## src/acc_pkg.sv

```systemverilog
// constants and types shared by the conversion control block
`default_nettype none
package acc_pkg;
  ////////////////////////////////////////////////////////////////////////////
  // register offsets and reset value
  localparam logic [7:0] ACC_OFF_RES_LO = 8'h19;
  localparam logic [7:0] ACC_OFF_RES_HI = 8'h1a;
  localparam logic [7:0] ACC_OFF_SEL    = 8'h1b;
  localparam logic [7:0] ACC_OFF_TRIG   = 8'h1c;
  localparam logic [7:0] ACC_OFF_CTRL   = 8'h1d;
  localparam logic [7:0] ACC_REG_RESET  = 8'h00;
  ////////////////////////////////////////////////////////////////////////////
  // field positions
  localparam int ACC_CTRL_ON    = 7;
  localparam int ACC_CTRL_GO    = 6;
  localparam int ACC_CTRL_AUTO  = 5;
  localparam int ACC_CTRL_FLAG  = 4;
  localparam int ACC_CTRL_IRQ   = 3;
  localparam int ACC_CTRL_DIV   = 0;
  localparam int ACC_SEL_REF    = 6;
  localparam int ACC_SEL_CHAN   = 0;
  localparam int ACC_TRIG_LEFT  = 7;
  localparam int ACC_TRIG_SRC   = 0;
  ////////////////////////////////////////////////////////////////////////////
  // conversion lengths in converter clocks, and special codes
  localparam logic [4:0] ACC_FIRST_LEN = 5'd25;
  localparam logic [4:0] ACC_NORM_LEN  = 5'd13;
  localparam logic [2:0] ACC_SRC_FREE  = 3'h0;
  localparam logic [6:0] ACC_DIV_MIN   = 7'h01;
  ////////////////////////////////////////////////////////////////////////////
  // types
  typedef enum logic {ACC_IDLE, ACC_CONVERT} acc_conv_t;
  typedef struct packed {
    logic [7:0] addr;
    logic [7:0] wdata;
    logic       wr;
    logic       rd;
  } acc_bus_t;
  typedef struct packed {
    logic       on;
    logic       busy;
    logic       first;
    logic       start;
    logic [1:0] ref_sel;
    logic [2:0] chan_sel;
  } acc_conv_out_t;
  typedef struct packed {
    logic [6:0] cnt;
    logic       tick;
  } acc_pre_state_t;
  typedef struct packed {
    acc_conv_t  conv;
    logic       busy;
    logic       on;
    logic       auto_on;
    logic       flag;
    logic       irq_on;
    logic [2:0] div;
    logic [1:0] ref_req;
    logic [2:0] chan_req;
    logic       left;
    logic [2:0] src;
    logic [1:0] ref_act;
    logic [2:0] chan_act;
    logic [9:0] result;
    logic       lock;
    logic       first;
    logic [4:0] cnt;
    logic       src_prev;
    logic [7:0] rdata;
    logic       irq;
    logic       start;
    logic       done;
  } acc_state_t;
endpackage : acc_pkg
`default_nettype wire

```

## src/acc_prescaler.sv

```systemverilog
// converter clock prescaler: one-cycle tick per converter clock
`default_nettype none
module acc_prescaler (
  // clock and reset
  input  wire logic       clock,
  input  wire logic       rst,
  // control
  input  wire logic       run,
  input  wire logic       restart,
  input  wire logic [2:0] div_sel,
  // converter clock tick
  output logic            tick
);
  import acc_pkg::*;

  acc_pre_state_t st_r;
  acc_pre_state_t st_nxt;

  // last count of one converter clock period
  function automatic logic [6:0] acc_last(input logic [2:0] sel);
    logic [7:0] div;
    div = 8'h01 << ((sel == 3'h0) ? 3'h1 : sel);
    return div[6:0] - ACC_DIV_MIN;
  endfunction : acc_last

  ////////////////////////////////////////////////////////////////////////////
  always_comb begin
    st_nxt      = st_r;
    st_nxt.tick = 1'b0;
    if (!run || restart) begin
      st_nxt.cnt = 7'h00;
    // divide ratio; >= copes with a smaller divisor written mid-count
    end else if (st_r.cnt >= acc_last(div_sel)) begin
      st_nxt.cnt  = 7'h00;
      st_nxt.tick = 1'b1;
    end else begin
      st_nxt.cnt = st_r.cnt + 7'h01;
    end
  end

  always_ff @(posedge clock) begin
    if (rst) begin
      st_r <= '0;
    end else begin
      st_r <= st_nxt;
    end
  end

  assign tick = st_r.tick;
endmodule : acc_prescaler
`default_nettype wire

```

## src/acc_top.sv

```systemverilog
// conversion control and result registers of a 10-bit converter
`default_nettype none
module acc_top (
  // clock and reset
  input  wire logic                  clock,
  input  wire logic                  rst,
  // register port
  input  wire acc_pkg::acc_bus_t     bus,
  output logic [7:0]                 reg_rdata,
  // trigger sources, codes 1 to 7
  input  wire logic [7:1]            trig_flags,
  // interrupt
  input  wire logic                  global_irq_on,
  input  wire logic                  vector_taken,
  output logic                       irq_req,
  // converter
  input  wire logic [9:0]            sar_code,
  output acc_pkg::acc_conv_out_t     conv,
  output logic                       conv_tick
);
  import acc_pkg::*;

  acc_state_t st_r;
  acc_state_t st_nxt;
  logic       trig_lvl;
  logic       trig_edge;
  logic       go_wr;
  logic       lo_read;
  logic       hi_read;
  logic       restart;
  logic       tick;
  logic [4:0] conv_len;

  ////////////////////////////////////////////////////////////////////////////
  // source select; free running has no source level
  // level zero for free running, so switching there makes no edge
  assign trig_lvl  = (st_r.src == ACC_SRC_FREE) ? 1'b0 : trig_flags[st_r.src];
  // compared with last cycle's registered level
  assign trig_edge = st_r.auto_on && trig_lvl && !st_r.src_prev;
  assign go_wr     = bus.wr && bus.addr == ACC_OFF_CTRL && bus.wdata[ACC_CTRL_GO];
  assign lo_read   = bus.rd && bus.addr == ACC_OFF_RES_LO;
  assign hi_read   = bus.rd && bus.addr == ACC_OFF_RES_HI;
  // trigger resets the prescaler for a fixed sampling delay
  assign restart   = (trig_edge && st_r.conv == ACC_IDLE) || !st_r.on;
  // first conversion after enable is the long one
  assign conv_len  = st_r.first ? ACC_FIRST_LEN : ACC_NORM_LEN;

  acc_prescaler u_pre (
    .clock   (clock),
    .rst     (rst),
    .run     (st_r.on),
    .restart (restart),
    .div_sel (st_r.div),
    .tick    (tick)
  );

  ////////////////////////////////////////////////////////////////////////////
  always_comb begin
    st_nxt          = st_r;
    st_nxt.start    = 1'b0;
    st_nxt.done     = 1'b0;
    st_nxt.rdata    = 8'h00;
    st_nxt.src_prev = trig_lvl;
    // register writes
    if (bus.wr) begin
      unique case (bus.addr)
        ACC_OFF_CTRL: begin
          st_nxt.on      = bus.wdata[ACC_CTRL_ON];
          st_nxt.auto_on = bus.wdata[ACC_CTRL_AUTO];
          st_nxt.irq_on  = bus.wdata[ACC_CTRL_IRQ];
          st_nxt.div     = bus.wdata[ACC_CTRL_DIV +: 3];
          if (bus.wdata[ACC_CTRL_FLAG]) begin
            st_nxt.flag = 1'b0;
          end
        end
        ACC_OFF_SEL: begin
          // reference code goes to the converter unchanged
          st_nxt.ref_req  = bus.wdata[ACC_SEL_REF +: 2];
          st_nxt.chan_req = bus.wdata[ACC_SEL_CHAN +: 3];
        end
        ACC_OFF_TRIG: begin
          st_nxt.left = bus.wdata[ACC_TRIG_LEFT];
          st_nxt.src  = bus.wdata[ACC_TRIG_SRC +: 3];
        end
        default: begin
        end
      endcase
    end
    // enabling, even with start in the same write, arms the long one
    if (!st_r.on && st_nxt.on) begin
      st_nxt.first = 1'b1;
    end
    if (vector_taken) begin
      st_nxt.flag = 1'b0;
    end
    // low read locks, high read unlocks
    if (lo_read) begin
      st_nxt.lock = 1'b1;
    end else if (hi_read) begin
      st_nxt.lock = 1'b0;
    end
    // conversion sequence
    unique case (st_r.conv)
      ACC_IDLE: begin
        st_nxt.ref_act  = st_nxt.ref_req;
        st_nxt.chan_act = st_nxt.chan_req;
        if (st_nxt.on && (go_wr || trig_edge)) begin
          st_nxt.conv  = ACC_CONVERT;
          st_nxt.cnt   = 5'h00;
          st_nxt.start = 1'b1;
        end
      end
      ACC_CONVERT: begin
        if (tick) begin
          if (st_r.cnt == conv_len - 5'h01) begin
            st_nxt.done = 1'b1;
            // set after clears, so a same-cycle clear loses
            st_nxt.flag = 1'b1;
            if (!st_r.lock && !lo_read) begin
              st_nxt.result = sar_code;
            end
            st_nxt.first    = 1'b0;
            st_nxt.ref_act  = st_nxt.ref_req;
            st_nxt.chan_act = st_nxt.chan_req;
            st_nxt.cnt      = 5'h00;
            // free running goes straight into the next one
            if (st_r.auto_on && st_r.src == ACC_SRC_FREE) begin
              st_nxt.start = 1'b1;
            end else begin
              st_nxt.conv = ACC_IDLE;
            end
          end else begin
            st_nxt.cnt = st_r.cnt + 5'h01;
          end
        end
      end
    endcase
    if (!st_nxt.on) begin
      st_nxt.conv  = ACC_IDLE;
      st_nxt.cnt   = 5'h00;
      st_nxt.start = 1'b0;
    end
    st_nxt.busy = (st_nxt.conv == ACC_CONVERT);
    // register reads, data one cycle later
    if (bus.rd) begin
      unique case (bus.addr)
        // readout layout follows left adjust at once
        ACC_OFF_RES_LO: st_nxt.rdata = st_r.left ? {st_r.result[1:0], 6'h00} : st_r.result[7:0];
        ACC_OFF_RES_HI: st_nxt.rdata = st_r.left ? st_r.result[9:2] : {6'h00, st_r.result[9:8]};
        ACC_OFF_SEL:    st_nxt.rdata = {st_r.ref_req, 3'h0, st_r.chan_req};
        ACC_OFF_TRIG:   st_nxt.rdata = {st_r.left, 4'h0, st_r.src};
        ACC_OFF_CTRL:   st_nxt.rdata = {st_r.on, st_r.busy, st_r.auto_on, st_r.flag, st_r.irq_on, st_r.div};
        default:        st_nxt.rdata = 8'h00;
      endcase
    end
    // request while flag and both enables set
    st_nxt.irq = st_nxt.flag && st_nxt.irq_on && global_irq_on;
  end

  always_ff @(posedge clock) begin
    if (rst) begin
      st_r <= '0;
    end else begin
      st_r <= st_nxt;
    end
  end

  ////////////////////////////////////////////////////////////////////////////
  assign reg_rdata     = st_r.rdata;
  assign irq_req       = st_r.irq;
  assign conv_tick     = tick;
  assign conv.on       = st_r.on;
  assign conv.busy     = st_r.busy;
  assign conv.first    = st_r.first;
  assign conv.start    = st_r.start;
  assign conv.ref_sel  = st_r.ref_act;
  assign conv.chan_sel = st_r.chan_act;
endmodule : acc_top
`default_nettype wire

```

## config.mk

```make
export PLATFORM = sky130hd
export DESIGN_NAME = acc_top
export DESIGN_NICKNAME = d
export VERILOG_FILES = /design/src/acc_pkg.sv /design/src/acc_prescaler.sv /design/src/acc_top.sv
export SDC_FILE = /design/constraint.sdc
export NUM_CORES = 1
export LEC_CHECK = 0
export BUFFER_PORTS_ARGS = -buffer_cell sky130_fd_sc_hd__buf_2
export CORE_MARGIN = 2
export CORE_UTILIZATION = 50
export CTS_CLUSTER_SIZE = 10
export DETAILED_ROUTE_END_ITERATION = 8
export PLACE_DENSITY = 0.77
export SYNTH_ARGS = -nofsm -noshare
export SYNTH_HDL_FRONTEND = slang
export SYNTH_SLANG_ARGS = --single-unit
```

## constraint.sdc

```tcl
create_clock -name clock -period 1.94 [get_ports clock]
set_input_delay 0.097 -clock clock [delete_from_list [all_inputs] [get_ports clock]]
set_output_delay 0.097 -clock clock [all_outputs]
set_load 0.1 [all_outputs]
```

==> summary.md <==
| Metric | Value |
|---|---|
| Hold WC Path Type | `in2reg` |
| Die X | `about 81 microns` |
| IO Pins | `58` |
| Area delta synth->final | `19.87%` |
| Synth Warn # | `0` |
| Crit path to | `u_pre.st_r[5]$_SDFF_PP0_` |
| Max Cap Viol | `0` |
| Pleak | `1.544 nW` |
| Worst path slowest cell | `or2_2` |
| R2R depth | `8` |
| Routed wl met3 | `around 480 microns` |
| DIE AREA | `between 0.006 and 0.007 sq mm` |
| Pre-CTS setup slack | `-0.009156 ns` |
| CP cell instances | `or2_2 -> ha_4 -> ha_1 -> a21o_1 -> a21oi_2 -> o211ai_4 -> buf_12 -> nor2_2` |
| H-tree Lvls | `3` |
| Metal2 WL | `between 3000 and 4000 microns` |
| Site row count | `28` |
| Crit path DAT | `2.14 ns` |
| Final count of hold timing violations | `0` |
| Largest cells by area after synthesis | `dfxtp_1, mux2i_1, nor2_1, buf_4, ha_1` |
| Final Hold Slack | `approximately 0.017 ns` |
| Clk_skew | `~0.006 ns` |
| Initial Util | `51.03%` |
| Setup WS post-layout | `0.08121 ns` |
| Residual DRC | `0` |
| Synth async-reset ratio | `0%` |
| Mapped Cells | `~330` |
| Fmax | `~0.54 GHz` |
| Crit Path Max Fanout | `7` |
| CP Class | `reg2reg` |
| Largest stage delay on the critical path | `approximately 0.32 ns` |
| Commonest cells in the netlist | `dfxtp_1, nor2_1, mux2i_1, nand2_1, buf_4` |
| ANT nets after route | `0` |
| Top-area cell type share of the netlist area | `approximately two fifths` |
| Library cells used by synthesis | `between 50 and 60` |
| Setup-failing EPs final | `0` |
| Clock latency on the worst-skew pair | `roughly 0.34 ns` |
| Largest net degree at the start of global routing | `34` |
| CP startpoint | `st_r[45]$_SDFFE_PP0P_` |
| Routed wire length | `~6800 microns` |
| Root Driver | `clkbuf_8` |
| Average size of a mapped cell | `a little over 9 sq um` |
| RD Place Congestion | `roughly 0.90` |
| Reg2reg end | `u_pre.st_r[5]$_SDFF_PP0_` |
| CTS tree | `done` |
| Met1 wire length | `around 2800 microns` |
| Clock buffer depth | `2` |
| Fin. max-slew vios | `0` |
| DP Area | `around 0.0032 sq mm` |
| Period utilisation layout | `95.81%` |
| Reg clk slew, reported paths | `~0.060 ns` |
| Post-synth top area cell | `dfxtp_1` |
| RSZ-0062 raised after global routing | `no` |
| Ant diodes | `0` |
| Rel. slew slack | `66.02%` |
| Number of buffers created by CTS | `9` |
| Dpl hpwl | `4952 microns` |
| Final Net Count | `roughly 440` |
| Startpoint class of the critical path | `flop` |
| Initial antenna violation count | `0` |
| Share of post-route cells with drive strength above 1 | `between 20% and 30%` |
| Seq/Total Area, Yosys | `38.89%` |
| Reg2reg start | `st_r[45]$_SDFFE_PP0P_` |
| Outcome | `finished clean` |
| Post-Syn Area | `0.002985 sq mm` |
| Finished Cell Area | `between 0.003 and 0.004 sq mm` |
| DR top layer | `met4` |
| Crit end category | `flop` |
| Initial DRC Count | `about 210` |
| Total iterations of the first detailed-routing run | `4` |
| CP Depth | `8` |
| Chip Height | `81.27 microns` |
| Vias per inst | `~5.4` |
| Remaining Overflow, GRT | `0` |
| Port Buf Inserts | `57` |
| Req. time, crit path | `approximately 2.2 ns` |
| Number of synthesized flops with an enable pin | `0` |
| Peak supply drop | `~0.00033 V` |
| Count leader, synth | `dfxtp_1` |
| CP bufs+invs | `1` |
| Fill cells | `between 400 and 500` |
| Fin Setup TNS | `0 ns` |
| Final min period | `between 1.5 and 2 ns` |
| First-pass GRT wire length | `between 10,000 and 15,000 microns` |
| Post-DR wirelength/cell | `~15 microns` |
| Worst slew pin tran | `between 0.5 and 0.6 ns` |
| Power Total | `around 2.3 mW` |
| Main synth FF type | `dfxtp_1` |
| Clk sink count | `58` |
| PD cells | `about 650 mW/mm^2` |
| Core footprint | `~0.0059 sq mm` |
| GRT Util Overall | `a little over a fifth` |
| #FFs+latches synth | `a little under 60` |
| Vias in the first global route | `roughly 2,400` |
| Crit-path leading delay family | `adder cells` |
| Worst reg2reg setup slack | `slightly above 0.08 ns` |
| Total number of vias | `roughly 2,500` |
[registers in the layout, indices dropped and copies added (netlist names)]
register    flops
st_r           32
conv            9
reg_rdata       8
u_pre.st_r      7
irq_req         1
u_pre.tick      1
[cell families (layout without fill, tap and decap cells)]
group | Yosys count | in the layout | share of synthesized area (%)
buffers and inverters | 45 | 108 | 8.550
flip-flops | 58 | 58 | 38.89
adder cells (fa/ha/maj) | 11 | 11 | 4.610
XOR/XNOR | 6 | 6 | 1.761
other | 1 | 2 | 0.1256
AO/OA/AOI/OAI | 53 | 53 | 13.24
AND/OR/NAND/NOR | 116 | 116 | 19.87
multiplexers | 37 | 37 | 12.95
[report_power, final]
group	switching [mW]	total, mW	internal [mW]
Sequential	0.000569	1.19	1.19
Combinational	0.0616	0.122	0.0601
Clock	0.451	1.02	0.564
[routing by layer]
metal	vias up	global-route usage, %
met5	-	0
met4	0	7.627
met3	14	7.889
met2	80	35.41
met1	1177	26.43
li1	1249	-
[worst register-to-register path, delay by kind of cell (launching register included)]
kind | cells | cell delay, ns
simple gates | 2 | 0.41
fa+ha+maj | 2 | 0.48
buf+inv | 1 | 0.15
flops | 1 | 0.31
compound gates | 3 | 0.45
[cell type report]
cell class,instances,area [sq um],share of cell area (%)
Clock inverter,2,10.01,0.2797
Tap cell,75,93.84,2.622
Inverter,13,48.80,1.364
Timing Repair Buffer,79,488.0,13.64
Sequential cell,58,1164,32.52
Multi-Input combinational cell,225,1602,44.76
Clock buffer,14,172.7,4.825
[how the worst min path moves through the flow]
stage           startpoint               endpoint  slack [ns]  depth (start not counted)
6_report            bus[7]  st_r[48]$_SDFFE_PP0P_        0.02                          3
5_1_grt             bus[7]  st_r[48]$_SDFFE_PP0P_        0.02                          3
4_1_cts             bus[7]  st_r[48]$_SDFFE_PP0P_       0.005                          3
3_5_place_dp   sar_code[3]  st_r[22]$_SDFFE_PP0P_        0.34                          3
3_3_place_gp   sar_code[3]  st_r[22]$_SDFFE_PP0P_        0.33                          3
2_1_floorplan       bus[0]  st_r[18]$_SDFFE_PP0P_        0.23                          2
[through the flow]
| stage | util (%) | cells |
|---|---|---|
| final | 61.16 | 466 |
| after global routing | 61.16 | 466 |
| after CTS | 60.33 | 465 |
| after detailed placement | 55.47 | 439 |
| after global placement | 55.47 | 439 |
| after floorplan | - | 328 |
[what timing repair did]
item                                    CTS  global route
cloned                                    0             0
endpoints found under the setup margin    9            23
setup buffers                             0             1
gates resized for setup                   1             7
hold buffers                             10             0
pin swaps                                 0             5
endpoints found under the hold margin    10             0
[placed cells by master (no fill, tap or decap), drive strengths merged, types with 4 or more instances in the layout]
| cell | instances |
|---|---|
| buf | 69 |
| dfxtp | 58 |
| nor2 | 52 |
| mux2i | 33 |
| nand2 | 23 |
| clkbuf | 14 |
| inv | 13 |
| a21oi | 12 |
| ha | 11 |
| dlygate4sd3 | 10 |
| nand3 | 7 |
| a22oi | 7 |
| o21ai | 7 |
| a211oi | 6 |
| nand2b | 4 |
| nand4 | 4 |
Power figures use the tool's default switching activity.
